--- src/ident_resp_pkg.sv ---
// package: constants for the version and capability responder
package ident_resp_pkg;
	// ******************************
	// command and response codes
	// ******************************
	localparam logic [7:0] CMD_GET_VERSION = 8'h15;
	localparam logic [7:0] CMD_GET_CAPS = 8'h16;
	localparam logic [7:0] RESP_VERSION = 8'h95;
	localparam logic [7:0] RESP_CAPS = 8'h96;
	localparam logic [15:0] RESP_CODE_OK = 16'h0000;
	localparam logic [15:0] REASON_NONE = 16'h0000;
	// ******************************
	// payload lengths in 32-bit rows, response/reason row included
	// ******************************
	localparam int VER_ROWS = 10;
	localparam int CAP_ROWS = 8;
	localparam logic [3:0] VER_LAST = 4'h9;
	localparam logic [3:0] CAP_LAST = 4'h7;
	// ******************************
	// fixed values
	// ******************************
	localparam logic [31:0] MFR_UNUSED = 32'hFFFF_FFFF;
	localparam logic [7:0] BCD_ABSENT = 8'hFF;
	localparam logic [3:0] NIBBLE_IGNORE = 4'hF;
	localparam logic [7:0] CHAR_NONE = 8'h00;
	localparam int VLAN_FILTER_MAX = 15;
	localparam int ADDR_FILTER_MAX = 8;
	localparam logic [31:0] CAP_FLAG_MASK = 32'h0000_007D;
	localparam logic [7:0] VLAN_MODE_MASK = 8'h07;
	localparam logic [7:0] RESET_BYTE = 8'h00;
endpackage

--- src/version_capability_responder.sv ---
// module: answers the version and capability queries byte by byte
`timescale 1ns/1ps
`default_nettype none
module version_capability_responder #(
	parameter logic [7:0] VER_MAJOR = 8'hF1,
	parameter logic [7:0] VER_MINOR = 8'h11,
	parameter logic [7:0] VER_UPDATE = 8'hF1,
	parameter logic [7:0] VER_FIRST_SUFFIX_CHAR = 8'h00,
	parameter logic [7:0] VER_SECOND_SUFFIX_CHAR = 8'h00,
	parameter logic [95:0] FW_NAME = 96'h0000_0000_0000_0000_0000_0000,
	parameter logic [31:0] FW_VERSION = 32'h0000_0000,
	parameter bit HOST_BUS_SHARED = 1'b0,
	// identifier values are arbitrary
	parameter logic [15:0] BUS_DID = 16'h1234,
	parameter logic [15:0] BUS_VID = 16'h5678,
	parameter logic [15:0] BUS_SSID = 16'h0001,
	parameter logic [15:0] BUS_SVID = 16'h0002,
	parameter bit MFR_USED = 1'b0,
	parameter logic [31:0] MFR_NUMBER = 32'h0000_0000,
	parameter logic [31:0] CAP_FLAGS = 32'h0000_0000,
	parameter logic [31:0] BCAST_MASK = 32'h0000_0000,
	parameter logic [31:0] MCAST_MASK = 32'h0000_0000,
	parameter logic [31:0] BUFFER_BYTES = 32'h0000_0000,
	parameter logic [31:0] EVENT_SUPPORT = 32'h0000_0000,
	parameter int VLAN_FILTERS = 1,
	parameter int MIXED_FILTERS = 0,
	parameter int MCAST_FILTERS = 0,
	parameter int UCAST_FILTERS = 1,
	parameter logic [7:0] VLAN_MODES = 8'h01,
	parameter logic [7:0] CHANNEL_COUNT = 8'h01
) (
	input wire logic CORE_CLK_I,
	input wire logic RST_I,
	input wire logic CE_I,
	input wire logic CMD_VALID_I,
	input wire logic [7:0] CMD_CODE_I,
	output logic CMD_READY_O,
	output logic [7:0] RESP_TYPE_O,
	output logic [7:0] RESP_DATA_O,
	output logic RESP_VALID_O,
	output logic RESP_LAST_O,
	input wire logic RESP_READY_I
);
	import ident_resp_pkg::*;

	// ******************************
	// elaboration checks
	// ******************************
	function automatic bit bcd_ok(input logic [7:0] b, input bit allow_ff);
		logic [3:0] hi;
		logic [3:0] lo;
		hi = b[7:4];
		lo = b[3:0];
		if (b == BCD_ABSENT)
			return allow_ff;
		return (lo <= 4'd9) && ((hi <= 4'd9) || (hi == NIBBLE_IGNORE));
	endfunction

	initial begin
		if (!bcd_ok(VER_MAJOR, 1'b0) || !bcd_ok(VER_MINOR, 1'b0))
			$error("major or minor not valid BCD");
		if (!bcd_ok(VER_UPDATE, 1'b1))
			$error("update not valid BCD");
		if (VER_FIRST_SUFFIX_CHAR == CHAR_NONE && VER_SECOND_SUFFIX_CHAR != CHAR_NONE)
			$error("second suffix char used before first");
		if (VLAN_FILTERS < 0 || VLAN_FILTERS > VLAN_FILTER_MAX)
			$error("vlan filter count too large");
		if (MIXED_FILTERS < 0 || MCAST_FILTERS < 0 || UCAST_FILTERS < 0 ||
			MIXED_FILTERS + MCAST_FILTERS + UCAST_FILTERS > ADDR_FILTER_MAX)
			$error("address filter total too large");
		if (UCAST_FILTERS + MIXED_FILTERS < 1)
			$error("need a unicast or mixed filter");
		if ((CAP_FLAGS & ~CAP_FLAG_MASK) != 32'h0000_0000 || CAP_FLAGS[6:5] == 2'b11)
			$error("reserved capability flag bits set");
		if ((VLAN_MODES & ~VLAN_MODE_MASK) != 8'h00)
			$error("reserved vlan mode bits set");
	end

	// ******************************
	// row contents
	// ******************************
	// name: keep bytes up to first zero, zero the rest
	function automatic logic [95:0] clean_name(input logic [95:0] n);
		logic [95:0] r;
		bit ended;
		r = 96'h0;
		ended = 1'b0;
		for (int i = 11; i >= 0; i--) begin
			if (!ended)
				r[i*8 +: 8] = n[i*8 +: 8];
			if (n[i*8 +: 8] == CHAR_NONE)
				ended = 1'b1;
		end
		return r;
	endfunction

	localparam logic [95:0] NAME_C = clean_name(FW_NAME);
	localparam logic [7:0] VLAN_C = 8'(VLAN_FILTERS);
	localparam logic [7:0] MIXED_C = 8'(MIXED_FILTERS);
	localparam logic [7:0] MCAST_C = 8'(MCAST_FILTERS);
	localparam logic [7:0] UCAST_C = 8'(UCAST_FILTERS);

	function automatic logic [31:0] row_word(input logic is_ver, input logic [3:0] idx);
		logic [31:0] w;
		w = 32'h0000_0000;
		if (idx == 4'h0) begin
			w = {RESP_CODE_OK, REASON_NONE};
		end else if (is_ver) begin
			case (idx)
				4'h1: w = {VER_MAJOR, VER_MINOR, VER_UPDATE, VER_FIRST_SUFFIX_CHAR};
				4'h2: w = {24'h00_0000, VER_SECOND_SUFFIX_CHAR};
				4'h3: w = NAME_C[95:64];
				4'h4: w = NAME_C[63:32];
				4'h5: w = NAME_C[31:0];
				4'h6: w = FW_VERSION;
				4'h7: w = HOST_BUS_SHARED ? {BUS_DID, BUS_VID} : 32'h0000_0000;
				4'h8: w = HOST_BUS_SHARED ? {BUS_SSID, BUS_SVID} : 32'h0000_0000;
				4'h9: w = MFR_USED ? MFR_NUMBER : MFR_UNUSED;
				default: w = 32'h0000_0000;
			endcase
		end else begin
			case (idx)
				4'h1: w = CAP_FLAGS & CAP_FLAG_MASK;
				4'h2: w = BCAST_MASK;
				4'h3: w = MCAST_MASK;
				4'h4: w = BUFFER_BYTES;
				4'h5: w = EVENT_SUPPORT;
				4'h6: w = {VLAN_C, MIXED_C, MCAST_C, UCAST_C};
				4'h7: w = {16'h0000, VLAN_MODES & VLAN_MODE_MASK, CHANNEL_COUNT};
				default: w = 32'h0000_0000;
			endcase
		end
		return w;
	endfunction

	// ******************************
	// sequencer
	// ******************************
	typedef enum logic [1:0] {IDLE, SEND} state_t;
	state_t state_r;
	logic is_ver_r;
	logic [7:0] type_r;
	logic [3:0] row_r;
	logic [3:0] row_nxt;
	logic [1:0] byte_r;
	logic [1:0] byte_nxt;
	logic [7:0] data_r;
	logic last_r;
	logic last_nxt;
	logic [31:0] word;
	logic [31:0] head_word;
	logic [3:0] last_row;
	logic known;
	logic cmd_is_ver;
	logic accept;
	logic adv;
	logic step;
	logic done;

	// ******************************
	// byte select
	// ******************************
	function automatic logic [7:0] pick_byte(input logic [31:0] w, input logic [1:0] idx);
		logic [7:0] b;
		case (idx)
			2'h0: b = w[31:24];
			2'h1: b = w[23:16];
			2'h2: b = w[15:8];
			default: b = w[7:0];
		endcase
		return b;
	endfunction

	// ******************************
	// handshake
	// ******************************
	// the checksum row is outside this block; queries carry no payload
	// unknown codes are taken and dropped
	assign known = (CMD_CODE_I == CMD_GET_VERSION) || (CMD_CODE_I == CMD_GET_CAPS);
	assign cmd_is_ver = (CMD_CODE_I == CMD_GET_VERSION);
	// both handshakes fall while the clock enable is low
	assign CMD_READY_O = CE_I && (state_r == IDLE);
	assign accept = CMD_READY_O && CMD_VALID_I && known;
	assign RESP_VALID_O = CE_I && (state_r == SEND);
	assign adv = RESP_VALID_O && RESP_READY_I;
	assign step = adv && !last_r;
	assign done = adv && last_r;

	// ******************************
	// position of the following byte
	// ******************************
	assign last_row = is_ver_r ? VER_LAST : CAP_LAST;
	assign byte_nxt = byte_r + 2'h1;
	assign row_nxt = (byte_r == 2'h3) ? (row_r + 4'h1) : row_r;
	assign last_nxt = (row_nxt == last_row) && (byte_nxt == 2'h3);
	assign word = row_word(is_ver_r, row_nxt);
	assign head_word = row_word(cmd_is_ver, 4'h0);

	// ******************************
	// state
	// ******************************
	always_ff @(posedge CORE_CLK_I) begin
		if (RST_I) begin
			state_r <= IDLE;
		end else if (accept) begin
			state_r <= SEND;
		end else if (done) begin
			state_r <= IDLE;
		end
	end

	// ******************************
	// command capture
	// ******************************
	always_ff @(posedge CORE_CLK_I) begin
		if (RST_I) begin
			is_ver_r <= 1'b0;
			type_r <= RESET_BYTE;
		end else if (accept) begin
			is_ver_r <= cmd_is_ver;
			type_r <= cmd_is_ver ? RESP_VERSION : RESP_CAPS;
		end
	end

	// ******************************
	// byte within row, top byte first
	// ******************************
	always_ff @(posedge CORE_CLK_I) begin
		if (RST_I) begin
			byte_r <= 2'h0;
		end else if (accept) begin
			byte_r <= 2'h0;
		end else if (step) begin
			byte_r <= byte_nxt;
		end
	end

	// ******************************
	// row
	// ******************************
	always_ff @(posedge CORE_CLK_I) begin
		if (RST_I) begin
			row_r <= 4'h0;
		end else if (accept) begin
			row_r <= 4'h0;
		end else if (step) begin
			row_r <= row_nxt;
		end
	end

	// ******************************
	// data register
	// ******************************
	// first byte loaded on accept, next one on each taken byte but the last
	always_ff @(posedge CORE_CLK_I) begin
		if (RST_I) begin
			data_r <= RESET_BYTE;
		end else if (accept) begin
			data_r <= pick_byte(head_word, 2'h0);
		end else if (step) begin
			data_r <= pick_byte(word, byte_nxt);
		end
	end

	// ******************************
	// last flag
	// ******************************
	always_ff @(posedge CORE_CLK_I) begin
		if (RST_I) begin
			last_r <= 1'b0;
		end else if (accept) begin
			last_r <= 1'b0;
		end else if (adv) begin
			last_r <= last_nxt;
		end
	end

	// ******************************
	// outputs
	// ******************************
	assign RESP_TYPE_O = type_r;
	assign RESP_DATA_O = data_r;
	assign RESP_LAST_O = last_r;
endmodule
`default_nettype wire

--- config.mk ---
export PLATFORM = sky130hd
export DESIGN_NAME = version_capability_responder
export DESIGN_NICKNAME = d
export VERILOG_FILES = /design/src/ident_resp_pkg.sv /design/src/version_capability_responder.sv
export SDC_FILE = /design/constraint.sdc
export NUM_CORES = 1
export LEC_CHECK = 0
export ABC_AREA = 1
export BUFFER_PORTS_ARGS = -buffer_cell sky130_fd_sc_hd__buf_2
export CORE_MARGIN = 3
export CORE_UTILIZATION = 55
export DETAILED_ROUTE_END_ITERATION = 10
export PLACE_DENSITY_LB_ADDON = 0.1
export SYNTH_ARGS = -nofsm -noshare
export SYNTH_HDL_FRONTEND = slang
export SYNTH_SLANG_ARGS = --single-unit
--- constraint.sdc ---
create_clock -name CORE_CLK_I -period 2.7 [get_ports CORE_CLK_I]
set_input_delay 0.54 -clock CORE_CLK_I [delete_from_list [all_inputs] [get_ports CORE_CLK_I]]
set_output_delay 0.54 -clock CORE_CLK_I [all_outputs]
set_load 0.1 [all_outputs]
==> reports/metrics.cfg, run 1 <==
[setup_path]
path_delay_family=buffers and inverters
path_cells=nand2_1 -> inv_2 -> buf_2
cp_max_fo=3
worst_path_max_delay_cell=buf_2
critical_path.max_stage_delay_ps=410
cp-end-kind=output pin
crit_buf_inv=2
start_kind=flip-flop
crit_type=flip-flop to output pin
cp.arrival_ps=1220
critPathRequiredTime_ps=2160

[synth]
yosys-top-cells-count=nand2_1 (34), inv_1 (24), dfxtp_1 (15), a21oi_1 (11), buf_4 (10)
synth_edf_count=0
ys_ff_latch=15
ys_types=25
synth_most_common_cell=nand2_1
synthCells=160
synth-async-reset-ratio_pct=0
synth_warnings=0
avgSynthCellArea_um2=7.12
synth_largest_area_cell=dfxtp_1
synth_area_mm2=0.00114
netlist.area_leader.share_pct=26.3
yosysSeqAreaShare_pct=26.3
ys_top_cells_by_area=dfxtp_1 (26%), nand2_1 (11%), inv_1 (7.9%), buf_4 (6.6%), ha_1 (6.6%)
synth_ff_type=dfxtp_1

[sta]
period_needed_ps=1760
finalSetupTns_ps=0
fin_crit_sh_pct=65.1
timing_hold_violations_final=0
rsz0062_at_grt=no
slew_viol_final=0
max_freq_mhz=569
holdWs_ps=451
setup_viol=0
fin_ws_ps=941
finClkSkew_ps=2.84

[flow_run]
drv_cap=0

[clock_network]
cts_root_buffer=clkbuf_4
htreeDepth=1
cts_tree=built
postCtsHoldBufs=0
cts.repair.resized=0
cts_setup_buffers=0
cts_buffers=3
clockBufferDepth=2
clkLatencyLatePin_ps=290
clk_pin_slew_ps=100
cts_sinks=15

[floorplan]
core-area_mm2=0.00184
rows=15
die_x_um=51.5
initial_core_util_pct=62.0
die_area_mm2=0.00265
die_h_um=51.5
ios=32

[grt]
grt_pass1_wl_mm=3.79
grt.busiest_layer=met2
use_met3_pct=2.58
gr-usage-all-layers_pct=18.7
grt_max_degree=14
antenna_found_initial=0
grt_pass1_vias=925
use_met1_pct=20.9
overflow=0
grt_use_met2_pct=34.5

[finish]
syn_to_final_growth_pct=9.55
nets=202
drive_above_1_share_pct=35.2
diodes=0
final_area_mm2=0.00125
fin_util_pct=67.9

[worst_hold_path]
hp-class=input pin to flip-flop

[place]
port_buffers=28
pre_cts_ws_ps=979
place_area_mm2=0.00122
hpwlAfterDp_mm=1.78
gp_congestion=0.846

[status]
outcome=finished, final reports clean

[routing]
drt-initial-drc-count=16
drc_errors=0
ant_nets=0
drtPass1Iterations=4
wl_mm=2.28
post_drt_wl_per_cell_um=11.0
drt-vias-per-instance=5.05
vias=1046

[power]
p_leak_nw=0.619
p_per_area_mw_per_mm2=322
ir_worst_vdd_mv=0.344

==> per-layer routing <==
metal  wire length, µm  share of wire (%)
met1               971                 43
met2              1110                 49
met3               160                7.0
met4                31                1.4
met5                 0                  0
==> per-stage QoR <==
step / cells / total power, W
5_1_grt: 207 / 0.000417
3_3_place_gp: 203 / 0.000272
6_report: 207 / 0.000403
3_5_place_dp: 203 / 0.000272
4_1_cts: 207 / 0.000404
2_1_floorplan: 162 / 0.000264
==> state kept, by name, indices dropped and copies added, names as in the netlist <==
| signal | flops |
|---|---|
| RESP_DATA_O | 4 |
| RESP_LAST_O | 1 |
| state_r | 1 |
| byte_r | 2 |
| row_r | 4 |
| RESP_TYPE_O | 3 |
==> path summary, 6_finish.rpt <==
path,start,end,slack [ps],depth (start not counted)
worst max-delay path,state_r[0],RESP_VALID_O,940,3
worst min-delay path,RST_I,state_r[0],450,2
worst max register to register,byte_r[1],RESP_DATA_O[0],980,8
worst min register to register,RESP_TYPE_O[4],RESP_TYPE_O[4],480,2
==> report_power, final <==
group | leakage, nW | switching, W | internal [W]
registers | 0.121 | 0.000000147 | 0.000221
logic | 0.480 | 0.0000365 | 0.00000944
clock network | 0.0177 | 0.0000801 | 0.0000552
==> cell usage in the layout, fill, tap and decap left out, types with 2 or more instances in the layout <==
| master | count |
|---|---|
| clkbuf_4 | 3 |
| nand2_1 | 34 |
| nand2_4 | 2 |
| buf_2 | 28 |
| o211ai_1 | 4 |
| ha_1 | 6 |
| nand3_1 | 7 |
| conb_1 | 3 |
| dfxtp_1 | 15 |
| nor2_2 | 7 |
| nor2_4 | 3 |
| inv_2 | 3 |
| a21oi_1 | 11 |
| nand3_2 | 5 |
| nand2_2 | 7 |
| inv_1 | 24 |
| nor2_1 | 9 |
| a21oi_2 | 3 |
==> cell type report <==
class                      instances  area, µm²
timing repair buffer              28        140
tap                               25       31.3
fill                             157        591
clock buffer                       3       22.5
clock inverter                     1       5.00
inverter                          27        101
multi-input combinational        108        648
sequential                        15        300
==> logic make-up after synthesis <==
logic type | synth area share (%)
adders and majority gates | 6.59
buffers and inverters | 17.5
and+or+nand+nor | 36.1
DFF | 26.3
other | 0.329
AOI/OAI and AO/OA | 13.2
No activity file was read; power rests on OpenSTA's default activity.
==> run 2, diff against run 1 <==
Settings changed: CORE_UTILIZATION 55 to 51.
Clock period 2.7 ns to 1.77 ns, I/O delays scaled along.
==> reports/metrics.cfg, run 2 (synthesis gave the netlist of run 1 again) <==
[status]
outcome=finished, final reports clean  ; unchanged

[clock_network]
postCtsHoldBufs=0  ; unchanged
cts_tree=built  ; unchanged
clockBufferDepth=2  ; unchanged
cts_root_buffer=clkbuf_4  ; unchanged
clk_pin_slew_ps=80  ; was 100 ps
cts_sinks=15  ; unchanged
clkLatencyLatePin_ps=290  ; about the same
htreeDepth=1  ; unchanged
cts_buffers=3  ; unchanged

[routing]
ant_nets=0  ; unchanged
wl_met2_mm=1.04  ; was 1.11 mm
post_drt_wl_per_cell_um=10.6  ; was 11.0 µm
drt-initial-drc-count=14  ; was 16
drc_errors=0  ; unchanged
wl_mm=2.24  ; was 2.28 mm
m1WireLength_um=984  ; was 971 µm
met3_length_um=187  ; was 160 µm
drt-vias-per-instance=4.75  ; was 5.05
drtPass1Iterations=4  ; unchanged
vias=1003  ; was 1046
dr.max_layer_used=met4  ; unchanged

[place]
gp_congestion=0.822  ; was 0.846
port_buffers=28  ; unchanged
hpwlAfterDp_mm=1.78  ; about the same
pre_cts_ws_ps=138  ; was 979 ps

[worst_hold_path]
holdPathEnd=RESP_TYPE_O[4]  ; was state_r[0]
hp-class=input pin to flip-flop  ; unchanged
min_from=RST_I  ; unchanged
hold_depth=2  ; unchanged

[finish]
fin_util_pct=62.3  ; was 67.9%
final_common_cell=nand2_1  ; unchanged
mostFrequentLayoutCells=nand2_1 (34), buf_2 (28), inv_1 (24)  ; unchanged
diodes=0  ; unchanged
syn_to_final_growth_pct=11.6  ; was 9.55%
drive_above_1_share_pct=35.9  ; was 35.2%
nets=204  ; was 202

[setup_path]
path_cells=nand2_1 -> inv_2 -> buf_2  ; unchanged
cp.arrival_ps=1240  ; was 1220 ps
start_kind=flip-flop  ; unchanged
cp_max_fo=3  ; unchanged
r2r_end=RESP_DATA_O[3]  ; was RESP_DATA_O[0]
critical_path.max_stage_delay_ps=420  ; was 410 ps
r2r_setup_slack_ps=240  ; was 980 ps
cp-end-kind=output pin  ; unchanged
worst_path_max_delay_cell=buf_2  ; unchanged
crit_type=flip-flop to output pin  ; unchanged
worstRegToRegCells=9  ; was 8
rr_startpoint=byte_r[1]  ; unchanged
critPathRequiredTime_ps=1420  ; was 2160 ps

[floorplan]
core-area_mm2=0.00204  ; was 0.00184 mm²
rows=16  ; was 15
initial_core_util_pct=55.8  ; was 62.0%
die_h_um=53.3  ; was 51.5 µm
die_x_um=53.3  ; was 51.5 µm
ios=32  ; unchanged
die_area_mm2=0.00284  ; was 0.00265 mm²

[sta]
max_freq_mhz=626
setup_viol=0  ; unchanged
finalSetupTns_ps=0  ; unchanged
period_needed_ps=1600
finClkSkew_ps=1.39  ; was 2.84 ps
fin_crit_sh_pct=90.3
timing_hold_violations_final=0  ; unchanged
fin_ws_ps=172  ; was 941 ps
slew_viol_final=0  ; unchanged
rsz0062_at_grt=no  ; unchanged

[flow_run]
drv_cap=0  ; unchanged

[power]
p_leak_nw=0.625  ; was 0.619 nW
ir_worst_vdd_mv=0.357  ; was 0.344 mV
p_per_area_mw_per_mm2=477  ; was 322 mW/mm²
p_total_w=0.000607  ; was 0.000403 W

[grt]
grt_pass1_vias=870  ; was 925
grt_max_degree=10  ; was 14
gr-usage-all-layers_pct=17.4  ; was 18.7%
grt_pass1_wl_mm=3.62  ; was 3.79 mm
antenna_found_initial=0  ; unchanged
overflow=0  ; unchanged

## run 2: changes by cell type in the layout (fill, tap and decap cells not counted), sizes merged
| cell | before | now |
|---|---|---|
| clkbuf | 3 | 4 |
| clkinv | 1 | 0 |
| buf | 28 | 30 |
## run 2: through the flow
step	hold WS, ps	instance area [µm²]	cells
6_report	285	1270	211
5_1_grt	300	1270	211
4_1_cts	286	1270	211
3_5_place_dp	470	1240	207
3_3_place_gp	455	1240	207
2_1_floorplan	423	1150	162
## run 2: worst max-delay path: cells and delay by family (launching register included)
kind	cells	cell delay, ps
buffers and inverters	2	480
flip-flops	1	390
AND/OR/NAND/NOR	1	80
## run 2: worst max-delay path by stage
stage	startpoint	end	slack (ps)	depth (start not counted)
after CTS	byte_r[1]	RESP_DATA_O[3]	120	9
after global routing	byte_r[1]	RESP_DATA_O[0]	70	11
after detailed placement	byte_r[1]	RESP_DATA_O[0]	140	8
after global placement	byte_r[1]	RESP_DATA_O[0]	210	8
after floorplan	RESP_DATA_O[3]	RESP_DATA_O[2]	9	1
final	state_r[0]	RESP_VALID_O	170	3
## run 2: timing repair
item / in CTS / in global routing
setup endpoints to repair: 0 / 4
resized for setup: 0 / 1
setup buffers: 0 / 0
## run 2: layer usage
layer | vias to the layer above | GRT usage (%)
met3 | 4 | 2.82
met5 | - | 0
met4 | 0 | 7.66
met2 | 33 | 31.2
met1 | 433 | 19.8
li1 | 533 | -
## run 2: final cells by class
class / instances / area, µm²
clock buffers: 4 / 26.3
fillers: 199 / 769
inverters: 27 / 101
multi-input cells: 108 / 656
flip-flops and latches: 15 / 300
well taps: 27 / 33.8
repair buffers: 30 / 155
## run 2: report_power, final
part	switching, W	internal, W	leakage [nW]
Clock	0.000110	0.0000877	0.0150
Combinational	0.0000566	0.0000147	0.489
Sequential	0.000000238	0.000337	0.121
Total	0.000167	0.000440	0.625
==> run 3, diff against run 2 <==
Settings changed: CORE_UTILIZATION 51 to 53, CTS_BUF_LIST from default to sky130_fd_sc_hd__clkbuf_2.
==> reports/metrics.cfg, run 3 (synthesis gave the netlist of run 1 again) <==
[worst_hold_path]
hp-class=input pin to flip-flop  ; unchanged
min_from=RST_I  ; unchanged
holdPathEnd=state_r[0]  ; was RESP_TYPE_O[4]
hold_depth=2  ; unchanged

[routing]
post_drt_wl_per_cell_um=10.8  ; was 10.6 µm
drt-initial-drc-count=16  ; was 14
drtPass1Iterations=4  ; unchanged
vias=1022  ; was 1003
drc_errors=0  ; unchanged
ant_nets=0  ; unchanged
drt-vias-per-instance=4.84  ; was 4.75
wl_mm=2.29  ; was 2.24 mm

[clock_network]
clk_pin_slew_ps=150  ; was 80 ps
clkLatencyLatePin_ps=300  ; was 290 ps
cts_sinks=15  ; unchanged
cts_root_buffer=clkbuf_2  ; was clkbuf_4
clockBufferDepth=2  ; unchanged
htreeDepth=1  ; unchanged
postCtsHoldBufs=0  ; unchanged
cts_buffers=3  ; unchanged
cts_tree=built  ; unchanged

[grt]
gr-usage-all-layers_pct=19.0  ; was 17.4%
grt_max_degree=11  ; was 10
grt_pass1_vias=960  ; was 870
overflow=0  ; unchanged
antenna_found_initial=0  ; unchanged
grt_pass1_wl_mm=3.86  ; was 3.62 mm

[setup_path]
worstRegToRegCells=8  ; was 9
critical_path.max_stage_delay_ps=430  ; was 420 ps
crit_type=flip-flop to output pin  ; unchanged
cp_max_fo=3  ; unchanged
r2r_end=RESP_DATA_O[0]  ; was RESP_DATA_O[3]
cp-end-kind=output pin  ; unchanged
start_kind=flip-flop  ; unchanged
critPathRequiredTime_ps=1420  ; about the same
r2r_setup_slack_ps=220  ; was 240 ps
path_cells=nand2_1 -> inv_2 -> buf_2  ; unchanged
worst_path_max_delay_cell=dfxtp_1  ; was buf_2
cp.arrival_ps=1310  ; was 1240 ps
rr_startpoint=byte_r[1]  ; unchanged

[floorplan]
die_h_um=52.4  ; was 53.3 µm
die_area_mm2=0.00274  ; was 0.00284 mm²
initial_core_util_pct=56.9  ; was 55.8%
ios=32  ; unchanged
core-area_mm2=0.00200  ; was 0.00204 mm²
rows=16  ; unchanged
die_x_um=52.4  ; was 53.3 µm

[status]
outcome=finished, final reports clean  ; unchanged

[finish]
regArea_um2=300  ; unchanged
diodes=0  ; unchanged
nets=204  ; unchanged
final_common_cell=nand2_1  ; unchanged
syn_to_final_growth_pct=11.1  ; was 11.6%
drive_above_1_share_pct=36.4  ; was 35.9%
fin_cells=211  ; unchanged
fillCellCount=182  ; was 199
mostFrequentLayoutCells=nand2_1 (34), buf_2 (28), inv_1 (24)  ; unchanged
multiInputGateArea_um2=656  ; unchanged

[place]
gp_congestion=0.878  ; was 0.822
port_buffers=28  ; unchanged
hpwlAfterDp_mm=1.85  ; was 1.78 mm
dp.cells=207  ; unchanged

[flow_run]
drv_cap=0  ; unchanged

[sta]
slew_viol_final=0  ; unchanged
finalSetupTns_ps=0  ; unchanged
period_needed_ps=1660  ; was 1600 ps
rsz0062_at_grt=no  ; unchanged
fin_crit_sh_pct=94.0  ; was 90.3%
max_freq_mhz=601  ; was 626 MHz
timing_hold_violations_final=0  ; unchanged
finClkSkew_ps=2.95  ; was 1.39 ps
setup_viol=0  ; unchanged

[power]
p_leak_nw=0.627  ; was 0.625 nW
p_per_area_mw_per_mm2=462  ; was 477 mW/mm²
ir_worst_vdd_mv=0.474  ; was 0.357 mV

run 3: cell count changes in the layout (fill, tap and decap cells not counted):
cell and change:
clkbuf_4 -3, clkbuf_1 -1, clkbuf_2 +4
run 3: worst max path at each step:
stage	start	endpoint	slack, ps	cells past startpoint
2_1_floorplan	RESP_DATA_O[3]	RESP_DATA_O[2]	9	1
4_1_cts	state_r[0]	RESP_VALID_O	100	3
6_report	state_r[0]	RESP_VALID_O	110	3
3_3_place_gp	byte_r[1]	RESP_DATA_O[0]	210	10
5_1_grt	byte_r[1]	RESP_DATA_O[3]	50	9
3_5_place_dp	byte_r[1]	RESP_DATA_O[0]	140	8
run 3: per-stage QoR:
stage	setup WS (ps)	utilization (%)	instance area, µm²	power [W]	hold slack (ps)
after CTS	97.8	63.1	1260	0.000592	250
after detailed placement	142	62.1	1240	0.000417	464
after floorplan	9.02	-	1150	0.000403	423
after global placement	210	62.1	1240	0.000416	456
final	107	63.2	1270	0.000585	251
after global routing	51.3	63.2	1270	0.000607	262
run 3: layer usage:
metal / vias up / part of all wire [%] / GRT usage, %
li1: 535 / - / -
met1: 454 / 42 / 20.2
met2: 28 / 49 / 35.5
met3: 5 / 6.1 / 2.56
met4: 0 / 2.2 / 10.2
met5: - / 0 / 0
run 3: cell type report:
class | instances | area share (%)
sequential | 15 | 23.7
clock buffer | 4 | 1.58
multi-input combinational | 108 | 51.8
timing repair buffer | 30 | 12.3
inverter | 27 | 8.00
tap | 27 | 2.67
run 3: worst max-delay path, delay by kind of cell (launching register included):
family                 cells  cell delay [ps]
AND/OR/NAND/NOR            1               90
flip-flops                 1              430
buffers and inverters      2              480
run 3: report_power, final:
group          internal (W)  switching, W
combinational     0.0000147     0.0000564
sequential         0.000338   0.000000251
clock             0.0000598      0.000116
total              0.000413      0.000173
run 3: what timing repair did:
item,in CTS,in global routing
buffers inserted,0,0
endpoints found under the setup margin,0,3
resized for setup,0,1
